### src/logic/bsc_pkg.sv
package bsc_pkg;
    localparam int INSTR_W = 14;
    localparam int PC_W = 10;
    localparam int FADDR_W = 7;
    localparam int BIT_FADDR_W = 6;
    localparam int DATA_W = 8;
    localparam int STACK_DEPTH = 8;
    localparam int STACK_IDX_W = 3;
    // Opcode match patterns, NOP word, reset PC and clear value
    localparam logic [4:0] OP_SKIP_CLR = 5'h0a;
    localparam logic [4:0] OP_SKIP_SET = 5'h0b;
    localparam logic [3:0] OP_CALL = 4'h8;
    localparam logic [6:0] OP_CLEAR_FILE = 7'h03;
    localparam logic [13:0] NOP_WORD = 14'h0000;
    localparam logic [PC_W-1:0] PC_RESET = 10'h000;
    localparam logic [DATA_W-1:0] CLEAR_VALUE = 8'h00;
    // Field positions
    localparam int BIT_IDX_LSB = 6;
    localparam int CALL_OP_LSB = 10;
    localparam int SKIP_OP_LSB = 9;
    localparam int CLEAR_OP_LSB = 7;

    typedef enum logic [1:0] {
        BSC_EXEC = 2'b00,
        BSC_SECOND = 2'b01
    } bsc_state_t;

    typedef struct packed {
        logic we;
        logic [FADDR_W-1:0] addr;
        logic [DATA_W-1:0] data;
    } bsc_file_wr_t;

    typedef struct packed {
        logic skip_clr;
        logic skip_set;
        logic call;
        logic clear_file;
        logic [2:0] bit_idx;
        logic [FADDR_W-1:0] faddr;
        logic [PC_W-1:0] target;
    } bsc_decode_t;
endpackage

### src/logic/bsc_stack.sv
`timescale 1ns/1ps
`default_nettype none
// Circular return stack; overflow overwrites the oldest entry
module bsc_stack (
    // Clock and reset
    input wire logic sys_clk,
    input wire logic srst,
    // Push
    input wire logic push,
    input wire logic [bsc_pkg::PC_W-1:0] push_addr,
    // Top
    output logic [bsc_pkg::PC_W-1:0] stack_top
);
    logic [bsc_pkg::PC_W-1:0] mem_r [bsc_pkg::STACK_DEPTH];
    logic [bsc_pkg::STACK_IDX_W-1:0] ptr_r;
    logic [bsc_pkg::STACK_IDX_W-1:0] top_idx;

    always_ff @(posedge sys_clk) begin
        if (srst) begin
            ptr_r <= '0;
        end else if (push) begin
            ptr_r <= ptr_r + 3'd1;
        end
    end

    always_ff @(posedge sys_clk) begin
        if (srst) begin
            for (int i = 0; i < bsc_pkg::STACK_DEPTH; i++) begin
                mem_r[i] <= bsc_pkg::PC_RESET;
            end
        end else if (push) begin
            mem_r[ptr_r] <= push_addr;
        end
    end

    // Top is the entry written by the latest push
    assign top_idx = ptr_r - 3'd1;
    assign stack_top = mem_r[top_idx];
endmodule // bsc_stack
`default_nettype wire

### src/logic/bsc_exec.sv
`timescale 1ns/1ps
`default_nettype none
module bsc_exec (
    // Clock and reset
    input wire logic sys_clk,
    input wire logic srst,
    // Fetch path
    input wire logic [bsc_pkg::INSTR_W-1:0] instr,
    output logic [bsc_pkg::PC_W-1:0] pc,
    // Register file
    output logic [bsc_pkg::FADDR_W-1:0] rd_addr,
    input wire logic [bsc_pkg::DATA_W-1:0] rd_data,
    output bsc_pkg::bsc_file_wr_t file_wr,
    // Status
    output logic zero_set,
    output logic busy,
    // Return stack
    output logic [bsc_pkg::PC_W-1:0] stack_top
);
    function automatic bsc_pkg::bsc_decode_t decode(
        input logic [bsc_pkg::INSTR_W-1:0] w);
        bsc_pkg::bsc_decode_t d;
        d = '0;
        d.skip_clr = w[13:bsc_pkg::SKIP_OP_LSB] == bsc_pkg::OP_SKIP_CLR;
        d.skip_set = w[13:bsc_pkg::SKIP_OP_LSB] == bsc_pkg::OP_SKIP_SET;
        d.call = w[13:bsc_pkg::CALL_OP_LSB] == bsc_pkg::OP_CALL;
        d.clear_file = w[13:bsc_pkg::CLEAR_OP_LSB] == bsc_pkg::OP_CLEAR_FILE;
        d.bit_idx = w[8:bsc_pkg::BIT_IDX_LSB];
        d.faddr = d.clear_file ? w[6:0] : {1'b0, w[5:0]};
        d.target = w[bsc_pkg::PC_W-1:0];
        return d;
    endfunction

    function automatic logic is_test(input bsc_pkg::bsc_decode_t d);
        return d.skip_clr || d.skip_set;
    endfunction

    bsc_pkg::bsc_state_t state_r;
    bsc_pkg::bsc_decode_t dec;
    logic [bsc_pkg::INSTR_W-1:0] word;
    logic [bsc_pkg::PC_W-1:0] pc_plus1;
    logic bit_val;
    logic skip_take;
    logic push;
    logic hold_pc_r;

    // Second cycle of a skip or call executes a NOP
    assign word = (state_r == bsc_pkg::BSC_SECOND) ?
        bsc_pkg::NOP_WORD : instr;
    assign dec = decode(word);
    assign rd_addr = dec.faddr;
    assign bit_val = rd_data[dec.bit_idx];
    assign skip_take = (dec.skip_clr && !bit_val)
        || (dec.skip_set && bit_val);
    assign pc_plus1 = pc + 10'd1;
    assign push = dec.call;
    assign busy = state_r == bsc_pkg::BSC_SECOND;

    always_ff @(posedge sys_clk) begin
        if (srst) begin
            state_r <= bsc_pkg::BSC_EXEC;
        end else if (state_r == bsc_pkg::BSC_EXEC &&
            (skip_take || dec.call)) begin
            state_r <= bsc_pkg::BSC_SECOND;
        end else begin
            state_r <= bsc_pkg::BSC_EXEC;
        end
    end

    always_ff @(posedge sys_clk) begin
        if (srst) begin
            pc <= bsc_pkg::PC_RESET;
        end else if (dec.call) begin
            pc <= dec.target;
        end else if (hold_pc_r) begin
            pc <= pc;
        end else begin
            pc <= pc_plus1;
        end
    end

    // Call's NOP cycle keeps the target so the subroutine's first word runs
    always_ff @(posedge sys_clk) begin
        if (srst) begin
            hold_pc_r <= 1'b0;
        end else begin
            hold_pc_r <= dec.call;
        end
    end

    always_ff @(posedge sys_clk) begin
        if (srst) begin
            file_wr <= '0;
        end else begin
            file_wr.we <= dec.clear_file;
            file_wr.addr <= dec.faddr;
            file_wr.data <= bsc_pkg::CLEAR_VALUE;
        end
    end

    always_ff @(posedge sys_clk) begin
        if (srst) begin
            zero_set <= 1'b0;
        end else begin
            zero_set <= dec.clear_file;
        end
    end

    bsc_stack u_stack (
        .sys_clk(sys_clk),
        .srst(srst),
        .push(push),
        .push_addr(pc_plus1),
        .stack_top(stack_top)
    );
endmodule // bsc_exec
`default_nettype wire

### config.mk
export PLATFORM = sky130hd
export DESIGN_NAME = bsc_exec
export DESIGN_NICKNAME = d
export VERILOG_FILES = /design/src/logic/bsc_pkg.sv /design/src/logic/bsc_stack.sv /design/src/logic/bsc_exec.sv
export SDC_FILE = /design/constraint.sdc
export NUM_CORES = 1
export LEC_CHECK = 0
export BUFFER_PORTS_ARGS = -buffer_cell sky130_fd_sc_hd__buf_2
export CAP_MARGIN = 20
export CORE_ASPECT_RATIO = 1.25
export CORE_MARGIN = 1
export CORE_UTILIZATION = 57
export CTS_CLUSTER_SIZE = 20
export DETAILED_ROUTE_END_ITERATION = 10
export GPL_TIMING_DRIVEN = 1
export PLACE_DENSITY = 0.89
export SETUP_SLACK_MARGIN = 0.5
export SYNTH_ARGS = -nofsm -noshare
export SYNTH_HDL_FRONTEND = slang
export SYNTH_SLANG_ARGS = --single-unit
export TNS_END_PERCENT = 50
### constraint.sdc
create_clock -name sys_clk -period 2.4 [get_ports sys_clk]
set_input_delay 0.12 -clock sys_clk [delete_from_list [all_inputs] [get_ports sys_clk]]
set_output_delay 0.12 -clock sys_clk [all_outputs]
set_load 0.005 [all_outputs]
==> flow_summary_export.csv, run 1 <==
group,metric,value,unit
drt,via_per_inst,5.95,
global_route,grt-busiest-layer,"met2",
synth,synth_area_per_cell,12.3,um2
power,clkPwrFrac,29.5,%
timing,min_period_over_period,91.6,%
power,power_switching,0.846,mW
cts,clockRootBuffer,"clkbuf_8",
cts,numCtsBuffers,9,
synth,synthTopCellsByCount,"nor2_1 (104), edfxtp_1 (80), dfxtp_1 (23), mux4_2 (21), buf_4 (17)",
cts,clk_pin_slew,0.10,ns
setup_path,end_kind,"output pin",
timing,min_period,2.20,ns
cts,clock_sinks,103,
synth,synth-edff-count,80,
global_route,grt_max_degree,25,
placed_design,io_buffers,60,
drt,dr.pass1.iters,8,
global_route,grt_util_met3,4.90,%
timing,fin_worst_skew,0.0110,ns
final_layout,layout-drive-gt1-share,32.6,%
global_route,antenna_found_initial,0,
setup_path,critPathMaxFanout,5,
setup_path,reg2regPathDepth,4,
synth,syn_area,4830,um2
global_route,grt_pass1_vias,3420,
setup_path,start_kind,"flip-flop",
run,drv_cap,0,
synth,synth_area_leaders,"edfxtp_1 (50%), mux4_2 (9.8%), dfxtp_1 (9.5%), nor2_1 (8.1%), buf_4 (2.6%)",
run_status,violations,"design-rule violations",
synth,synth_top_area_cell,"edfxtp_1",
worst_hold_path,min_path_cells,3,
cts,cts_buffer_depth,2,
global_route,grtUsageTotal,26.8,%
placed_design,dpl_cell_area,5190,um2
timing,rsz0062_at_grt,"true",
timing,hold_viol_final,0,
worst_hold_path,min_path_type,"in -> reg",
synth,syn_inst,393,
floorplanning,rows,37,
floorplanning,die_area,8850,um2
timing,drv_slew,0,
floorplanning,die_h,105,um
placed_design,dpl.hpwl,6.97,mm
floorplanning,die_width,84.4,um
setup_path,crit_type,"reg -> out",
synth,ys.warnings.count,0,
cts,htreeDepth,3,
power,p_per_area,593,nW/um2
timing,maxSlewHeadroom,44.8,%
power,irDropWorstVdd,0.314,mV
final_layout,nets,488,
drt,post_drt_wl_per_cell,20.4,um
power,power.leakage,2.18,nW
setup_path,cp_data_required_time,2.28,ns
timing,finalSetupTns,0,ns
floorplanning,start_util,58.7,%
synth,async_flop_share,0,%
timing,setup_viol,0,
final_layout,finish.instance_area,5740,um2
drt,drc,5,
power,p_int,2.56,mW
global_route,use_met2,47.7,%
cts,cts_tree,"yes",
drt,via_count,3348,
drt,wl,11.5,mm
cts,clk_latency,0.38,ns
run_status,status,"complete, but fails checks",
synth,synth_cell_types,37,
placed_design,place_congestion,0.804,
final_layout,insertedDiodeCount,0,
global_route,grt_overflow,0,
drt,postRouteAntennaNets,0,
timing,tightest_slew,0.826,ns
final_layout,area_delta_synth_final,18.8,%
synth,yosysSeqAreaShare,59.2,%
synth,yosys_register_bits,103,
drt,drt_iter0_drc,397,
timing,max_freq,0.455,GHz
power,power_frac_comb,11.3,%
floorplanning,io_pins,69,
setup_path,r2r_slack,0.48,ns
power,pwr-share-seq,59.2,%
synth,yosys.cell_count.top_type,"nor2_1",
setup_path,cp.arrival,2.08,ns
floorplanning,core-area,8240,um2
global_route,grt_use_met1,30.9,%
synth,ys.flop_type,"edfxtp_1",
global_route,grt_pass1_wl,17.3,mm
power,swShare,24.8,%
synth,synth_top_area_share,49.7,%
-- placed cells by master, fill, tap and decap left out, types with 2 or more instances in the layout --
master | synthesis | layout
clkbuf_8 | 0 | 9
buf_2 | 8 | 50
clkinv_1 | 1 | 3
nand2b_1 | 9 | 6
a211oi_1 | 9 | 9
clkinv_4 | 0 | 3
dfxtp_1 | 23 | 20
nand2b_2 | 0 | 3
conb_1 | 1 | 8
mux2_4 | 0 | 9
and3_1 | 3 | 3
nor2_1 | 104 | 103
mux2i_1 | 2 | 2
inv_1 | 7 | 5
mux4_2 | 21 | 21
inv_8 | 0 | 2
a21oi_1 | 6 | 6
nand3_1 | 11 | 11
buf_4 | 17 | 20
buf_6 | 0 | 12
buf_16 | 0 | 4
nand4_1 | 2 | 2
nor2b_1 | 7 | 7
nor3_1 | 5 | 5
xor2_1 | 7 | 6
xnor2_1 | 14 | 13
edfxtp_1 | 80 | 80
dfxtp_2 | 0 | 2
dlygate4sd3_1 | 0 | 2
nand2_1 | 14 | 14
buf_12 | 0 | 3
-- routing by layer --
layer / part of all wire (%) / wire length [um]
met5: 0 / 0
met4: 3.8 / 441
met3: 7.7 / 882
met2: 53 / 6060
met1: 36 / 4070
-- path summary, 6_finish.rpt --
check / end / from
setup / recovery: stack_top[6] / u_stack.ptr_r[1]$_SDFFE_PP0P_
hold / removal: file_wr[12]$_SDFF_PP0_ / instr[4]
setup reg to reg: u_stack.mem_r[6][7]$_SDFFCE_PN0P_ / state_r[0]$_SDFF_PP0_
hold reg to reg: pc[1]$_SDFFE_PP0P_ / pc[1]$_SDFFE_PP0P_
-- state kept, by name, summed over array words and instances (netlist names) --
name and count:
u_stack.mem_r 80, pc 10, zero_set 1, hold_pc_r 1, file_wr 7, u_stack.ptr_r 3, state_r 1
-- critical path: stages, from the launching register on --
cell and delay [ns]:
dfxtp_4 0.37, inv_4 0.04, ha_4 0.31, buf_6 0.12, buf_12 0.11, mux4_2 0.34
mux2_4 0.30, buf_6 0.12
-- cell families (layout without fill, tap and decap cells) --
| logic type | Yosys count | count (layout) | synth area share (%) |
|---|---|---|---|
| simple gates | 164 | 164 | 15.6 |
| flops | 103 | 103 | 59.2 |
| buf+inv | 49 | 115 | 5.33 |
| mux | 33 | 33 | 12.5 |
| xor+xnor | 21 | 21 | 3.81 |
| compound gates | 19 | 19 | 2.67 |
| fa+ha+maj | 3 | 3 | 0.777 |
| other cells | 1 | 8 | 0.0776 |
-- through the flow --
step / util [%] / power, mW / worst slack [ns] / instances / hold slack, ns
2_1_floorplan: - / 2.25 / 0.548 / 400 / 0.285
3_3_place_gp: 62.9 / 2.35 / 0.468 / 532 / 0.379
3_5_place_dp: 62.9 / 2.37 / 0.340 / 532 / 0.390
4_1_cts: 68.7 / 3.39 / 0.247 / 560 / 0.00285
5_1_grt: 69.7 / 3.52 / 0.174 / 563 / 0.0251
6_report: 69.7 / 3.40 / 0.203 / 563 / 0.0209
-- power by group through the flow --
stage | Clock, mW | Combinational [mW] | Sequential, mW
2_1_floorplan | 0 | 0.213 | 2.04
3_5_place_dp | 0 | 0.312 | 2.05
5_1_grt | 1.08 | 0.413 | 2.02
4_1_cts | 1.02 | 0.366 | 2.01
6_report | 1.00 | 0.385 | 2.02
3_3_place_gp | 0 | 0.301 | 2.05
-- final cells by class --
cell class                 instances  area, um2
tap                               97        121
inverter                           8       32.5
timing repair buffer              91        726
clock inverter                     7       56.3
fill                             530       2500
multi-input combinational        248       1810
sequential                       103       2870
clock buffer                       9        124
-- repair_timing --
action,4_1_cts,5_1_grt
endpoints found under the setup margin,28,97
endpoints found under the hold margin,2,0
cloned,4,0
hold buffers,2,0
pin swaps,1,1
resized for setup,29,14
buffers inserted,6,3
No activity file was read; power rests on OpenSTA's default activity.
==> inputs of run 2 (changes only) <==
--- a/config.mk
+++ b/config.mk
@@ -5,6 +5,7 @@
 export SDC_FILE = /design/constraint.sdc
 export NUM_CORES = 1
 export LEC_CHECK = 0
+export ABC_AREA = 1
 export BUFFER_PORTS_ARGS = -buffer_cell sky130_fd_sc_hd__buf_2
 export CAP_MARGIN = 20
 export CORE_ASPECT_RATIO = 1.25
==> run 2 against run 1 <==
The run now ends clean; register-to-register slack barely moved; highest routed layer unchanged; largest power group unchanged; clock-buffer cell count rose by 1; flip-flop and latch count did not move; combinational power rose by 22%.
==> flow_summary_export.csv, run 2 <==
group,metric,value,unit
run_status,status,"complete, no violations",
setup_path,crit_path_start,"u_stack.ptr_r[0]$_SDFFE_PP0P_",
synth,synth_mux_area_share,0,%
timing,max_freq,0.475,GHz
timing,worst_hold_slack,0.0665,ns
setup_path,cp_data_required_time,2.28,ns
placed_design,dp_slack,0.302,ns
synth,syn_area,4960,um2
placed_design,dpl.hpwl,7.96,mm
timing,tightest_slew,0.668,ns
timing,finalSetupTns,0,ns
timing,hold_viol_final,0,
synth,synth_cell_types,31,
floorplanning,die_width,85.4,um
drt,post_drt_wl_per_cell,17.9,um
final_layout,insertedDiodeCount,0,
synth,synthTopCellsByCount,"nor2_1 (169), edfxtp_1 (80), nand2_1 (67), inv_1 (58), o21ai_0 (42)",
setup_path,critPathMaxFanout,10,
timing,setup_ws,0.296,ns
worst_hold_path,min_path_cells,3,
cts,clk_pin_slew,0.10,ns
cts,cts_buffer_depth,2,
timing,maxSlewHeadroom,55.4,%
cts,clock_sinks,103,
synth,synthSimpleGateAreaFrac,22.2,%
synth,yosys_register_bits,103,
synth,synth_top_area_share,48.4,%
placed_design,io_buffers,60,
drt,drt_iter0_drc,509,
cts,clockRootBuffer,"clkbuf_8",
floorplanning,die_h,106,um
setup_path,end_kind,"output pin",
cts,clk_latency,0.38,ns
placed_design,dpl_cell_area,5290,um2
synth,synth-edff-count,80,
final_layout,reg_top3,"u_stack.mem_r x80, pc x10, file_wr x7",
setup_path,reg2regPathDepth,7,
power,power,3.52,mW
synth,synth_top_family_by_area,"simple AND/OR/NAND/NOR gates",
placed_design,dp.cells,697,
power,irDropWorstVdd,0.454,mV
final_layout,multiInputGateArea,1970,um2
timing,drv_slew,0,
drt,dr.pass1.iters,6,
global_route,grt_pass1_wl,19.8,mm
synth,synth_area_leaders,"edfxtp_1 (48%), nor2_1 (13%), dfxtp_1 (9.3%), nand2_1 (5.1%), inv_1 (4.4%)",
synth,synth-xor-area-share,0.883,%
setup_path,endpoint,"stack_top[2]",
global_route,antenna_found_initial,0,
setup_path,rr_startpoint,"state_r[0]$_SDFF_PP0_",
synth,yosys.cell_count.top_type,"nor2_1",
final_layout,fin_cells,729,
global_route,grt_max_degree,42,
placed_design,place_congestion,0.899,
global_route,grt_overflow,0,
cts,cts_tree,"yes",
timing,min_period_over_period,87.7,%
final_layout,largest_register,"u_stack.mem_r",
global_route,grt_pass1_vias,4221,
power,p_per_area,586,nW/um2
setup_path,cp.arrival,1.98,ns
worst_hold_path,min_path_type,"in -> reg",
setup_path,crit_type,"reg -> out",
final_layout,final_common_cell,"nor2_1",
final_layout,fin_util,72.2,%
final_layout,largest_reg_flops,80,
synth,ys.warnings.count,0,
drt,postRouteAntennaNets,0,
drt,via_count,4262,
synth,yosysSeqAreaShare,57.7,%
setup_path,r2r_end,"u_stack.mem_r[1][6]$_SDFFCE_PN0P_",
final_layout,n_fill_cell,555,
timing,setup_viol,0,
floorplanning,core-area,8330,um2
drt,wl,13.1,mm
cts,htreeDepth,3,
final_layout,nets,654,
power,power.leakage,2.53,nW
synth,ys.flop_type,"edfxtp_1",
run,drv_cap,0,
timing,min_period,2.10,ns
synth,synth_top_area_cell,"edfxtp_1",
drt,drc,0,
setup_path,start_kind,"flip-flop",
timing,rsz0062_at_grt,"true",
synth,syn_inst,559,
setup_path,r2r_slack,0.49,ns
final_layout,layout_common_cells,"nor2_1 (168), edfxtp_1 (80), nand2_1 (62), buf_2 (60), inv_1 (56)",
timing,fin_worst_skew,0.00678,ns
synth,synthAdderAreaFrac,0.757,%
drt,via_per_inst,5.85,
cts,numCtsBuffers,9,
floorplanning,io_pins,69,
floorplanning,die_area,9080,um2
floorplanning,rows,37,
final_layout,finish.instance_area,6020,um2
final_layout,seqCellArea,2870,um2
final_layout,area_delta_synth_final,21.3,%
global_route,grtUsageTotal,29.1,%
floorplanning,start_util,59.5,%
synth,synth_area_per_cell,8.87,um2
synth,synth_compound_area_share,9.16,%
final_layout,layout-drive-gt1-share,22.8,%
synth,async_flop_share,0,%
==> run 2: cell count changes in the layout (fill, tap and decap cells not counted), sizes merged, moves of 9 or more <==
| cell | change |
|---|---|
| nor2 | +66 |
| mux2 | -10 |
| mux4 | -21 |
| a211oi | -9 |
| xnor2 | -14 |
| o21ai | +41 |
| nand2b | -9 |
| inv | +57 |
| nand2 | +56 |
| o32ai | +20 |
==> run 2: layout make-up <==
class | count | share of cell area (%)
Tap cell | 97 | 2.02
Clock buffer | 10 | 2.12
Sequential cell | 103 | 47.7
Timing Repair Buffer | 89 | 10.4
Clock inverter | 6 | 0.957
Multi-Input combinational cell | 361 | 32.8
Inverter | 63 | 4.01
==> run 2: how the worst min path moves through the flow <==
| stage | start | end |
|---|---|---|
| finish | instr[6] | file_wr[14]$_SDFF_PP0_ |
| global route | srst | pc[9]$_SDFFE_PP0P_ |
| CTS | instr[6] | file_wr[14]$_SDFF_PP0_ |
| detailed placement | instr[2] | file_wr[10]$_SDFF_PP0_ |
| global placement | instr[2] | file_wr[10]$_SDFF_PP0_ |
| floorplan | srst | hold_pc_r$_SDFF_PP0_ |
==> run 2: power by group <==
group	switching, mW	internal (mW)	leakage (nW)
Clock	0.641	0.408	0.0961
Sequential	0.0297	1.97	1.02
Combinational	0.283	0.188	1.42
==> run 2: worst max-delay path, cell delays in order, from the launching register on <==
cell     delay [ns]
dfxtp_4        0.38
inv_4          0.04
ha_4           0.31
buf_12         0.15
buf_12         0.14
o21ai_0        0.13
o32ai_2        0.14
nand2_1        0.11
o21ai_2        0.07
buf_2          0.13
==> run 2: timing repair <==
| item | CTS | global route |
|---|---|---|
| hold buffers | 6 | 0 |
| setup endpoints to repair | 71 | 106 |
| pin swaps | 18 | 11 |
| gates cloned | 2 | 0 |
| setup buffers | 7 | 1 |
| gates resized for setup | 63 | 21 |
| endpoints found under the hold margin | 6 | 0 |
==> run 2: cells by family after synthesis <==
kind of cell | count (synthesis)
xor gates and xnor gates | 5
AOI/OAI and AO/OA | 74
buffers and inverters | 102
DFF | 103
and+or+nand+nor | 271
adders and majority gates | 3
other | 1
==> run 2: metal layers <==
layer | wire length (um) | vias to the layer above | share of wire [%] | track usage, %
li1 | - | 1961 | - | -
met1 | 4580 | 1991 | 35 | 32.2
met2 | 6930 | 256 | 53 | 51.2
met3 | 977 | 54 | 7.5 | 4.35
met4 | 591 | 0 | 4.5 | 19.4
met5 | 0 | - | 0 | 0
==> inputs of run 3 (changes only) <==
--- a/config.mk
+++ b/config.mk
@@ -10,11 +10,11 @@
 export CAP_MARGIN = 20
 export CORE_ASPECT_RATIO = 1.25
 export CORE_MARGIN = 1
-export CORE_UTILIZATION = 57
+export CORE_UTILIZATION = 40
 export CTS_CLUSTER_SIZE = 20
 export DETAILED_ROUTE_END_ITERATION = 10
 export GPL_TIMING_DRIVEN = 1
-export PLACE_DENSITY = 0.89
+export PLACE_DENSITY = 0.69
 export SETUP_SLACK_MARGIN = 0.5
 export SYNTH_ARGS = -nofsm -noshare
 export SYNTH_HDL_FRONTEND = slang
==> run 3 against run 2 <==
Critical path depth is 1 lower; clock-buffer cell count stayed put; worst setup slack improved by 0.12 ns; via count shrank 8.0%; non-clock buffer count is 13 lower; final cell count is 7.4% higher; wire length down 10%; register-to-register slack improved by 0.07 ns; first-iteration DRC count shrank 62%; clock power is 29% higher; critical endpoint is now stack_top[0]; highest routed layer unchanged.
==> flow_summary_export.csv, run 3 (same netlist as run 2, synthesis figures left out) <==
group,metric,value,unit
final_layout,area_delta_synth_final,18.1,%
timing,min_period_over_period,82.7,%
final_layout,largest_reg_flops,80,
setup_path,crit_type,"reg -> out",
setup_path,rr_startpoint,"state_r[0]$_SDFF_PP0_",
floorplanning,io_pins,69,
timing,maxSlewHeadroom,57.7,%
power,power.leakage,2.45,nW
cts,htreeDepth,3,
setup_path,cp_data_required_time,2.28,ns
cts,ctsHoldBuffers,0,
global_route,grt_pass1_wl,18.5,mm
drt,drt_iter0_drc,191,
power,p_per_area,641,nW/um2
floorplanning,core-area,12100,um2
placed_design,place_congestion,0.810,
floorplanning,die_area,12800,um2
timing,rsz0062_at_grt,"true",
drt,via_count,3921,
cts,clock_sinks,103,
cts,numCtsBuffers,9,
drt,postRouteAntennaNets,0,
power,power,3.75,mW
final_layout,insertedDiodeCount,0,
setup_path,r2r_slack,0.56,ns
drt,post_drt_wl_per_cell,15.0,um
setup_path,start_kind,"flip-flop",
drt,via_per_inst,5.01,
timing,hold_viol_final,0,
global_route,grt_pass1_vias,3851,
timing,setup_viol,0,
timing,setup_ws,0.415,ns
setup_path,crit_path_start,"u_stack.ptr_r[0]$_SDFFE_PP0P_",
final_layout,layout_common_cells,"nor2_1 (169), edfxtp_1 (80), nand2_1 (64), buf_2 (60), inv_1 (56)",
cts,clk_pin_slew,0.07,ns
final_layout,nets,641,
timing,min_period,1.98,ns
floorplanning,die_h,126,um
power,irDropWorstVdd,0.354,mV
setup_path,critPathMaxFanout,21,
cts,clockRootBuffer,"clkbuf_16",
timing,max_freq,0.504,GHz
cts,clk_latency,0.35,ns
final_layout,final_common_cell,"nor2_1",
run_status,status,"complete, no violations",
timing,finalSetupTns,0,ns
final_layout,reg_top3,"u_stack.mem_r x80, pc x10, file_wr x7",
setup_path,critPathSlowestCell,"dfxtp_4",
global_route,grtUsageTotal,19.4,%
placed_design,io_buffers,60,
global_route,grt_max_degree,41,
placed_design,dp_slack,0.350,ns
cts,cts_buffer_depth,2,
worst_hold_path,min-delay-start,"instr[5]",
drt,wl,11.8,mm
cts,cts_tree,"yes",
run,drv_cap,0,
final_layout,fin_util,48.4,%
worst_hold_path,min_path_type,"in -> reg",
drt,drc,0,
placed_design,dpl.hpwl,8.10,mm
floorplanning,rows,45,
setup_path,cp.arrival,1.86,ns
timing,worst_hold_slack,0.00865,ns
setup_path,path_cells,"inv_2 -> ha_4 -> buf_12 -> o21ai_1 -> o32ai_4 -> inv_1 -> o21ai_2 -> buf_2",
timing,fin_worst_skew,0.0103,ns
floorplanning,die_width,102,um
setup_path,end_kind,"output pin",
timing,drv_slew,0,
drt,dr.pass1.iters,4,
setup_path,max_stage_delay,0.35,ns
timing,tightest_slew,0.633,ns
final_layout,largest_register,"u_stack.mem_r",
final_layout,layout-drive-gt1-share,19.7,%
global_route,grt_overflow,0,
global_route,antenna_found_initial,0,
floorplanning,start_util,41.0,%
==> run 3: power by group <==
| group | switching, mW | internal (mW) | total [mW] |
|---|---|---|---|
| registers | 0.0250 | 1.98 | 2.00 |
| logic | 0.250 | 0.144 | 0.395 |
| clock network | 0.648 | 0.707 | 1.35 |
==> run 3: cell type report <==
class / instances / area, um2
clock buffer: 10 / 229
clock inverter: 6 / 45.0
fill: 1132 / 6250
inverter: 63 / 236
multi-input combinational: 361 / 1800
sequential: 103 / 2870
tap: 164 / 205
timing repair buffer: 76 / 469
==> run 3: worst max-delay path, delay by kind of cell, from the launching register on <==
kind / cells / cell delay (ns)
AO/OA/AOI/OAI: 3 / 0.42
adder cells (fa/ha/maj): 1 / 0.31
buffers and inverters: 4 / 0.42
flip-flops: 1 / 0.35
==> run 3: layer usage <==
layer / routed length [um] / share of wire, % / global-route usage [%]
met3: 713 / 6.1 / 4.19
met5: 0 / 0 / 0
met4: 229 / 1.9 / 8.61
met1: 4700 / 40 / 22.2
met2: 6120 / 52 / 34.1
==> run 3: final timing paths <==
| kind | cells after the start | end |
|---|---|---|
| worst max-delay path | 8 | stack_top[0] |
| worst min-delay path | 3 | file_wr[13]$_SDFF_PP0_ |
| worst max register to register | 5 | u_stack.mem_r[0][2]$_SDFFCE_PN0P_ |
| worst min register to register | 2 | u_stack.ptr_r[1]$_SDFFE_PP0P_ |
==> run 3: metrics by stage <==
| step | area [um2] | instances |
|---|---|---|
| floorplan | 4990 | 566 |
| global placement | 5380 | 764 |
| detailed placement | 5380 | 764 |
| CTS | 5800 | 783 |
| global route | 5850 | 783 |
| finish | 5850 | 783 |
==> run 3: what timing repair did <==
action / CTS / global route
resized for setup: 31 / 11
hold endpoints to repair: 0 / 0
cloned: 1 / 0
pin swaps: 1 / 1
setup endpoints to repair: 26 / 91
buffers inserted: 2 / 0
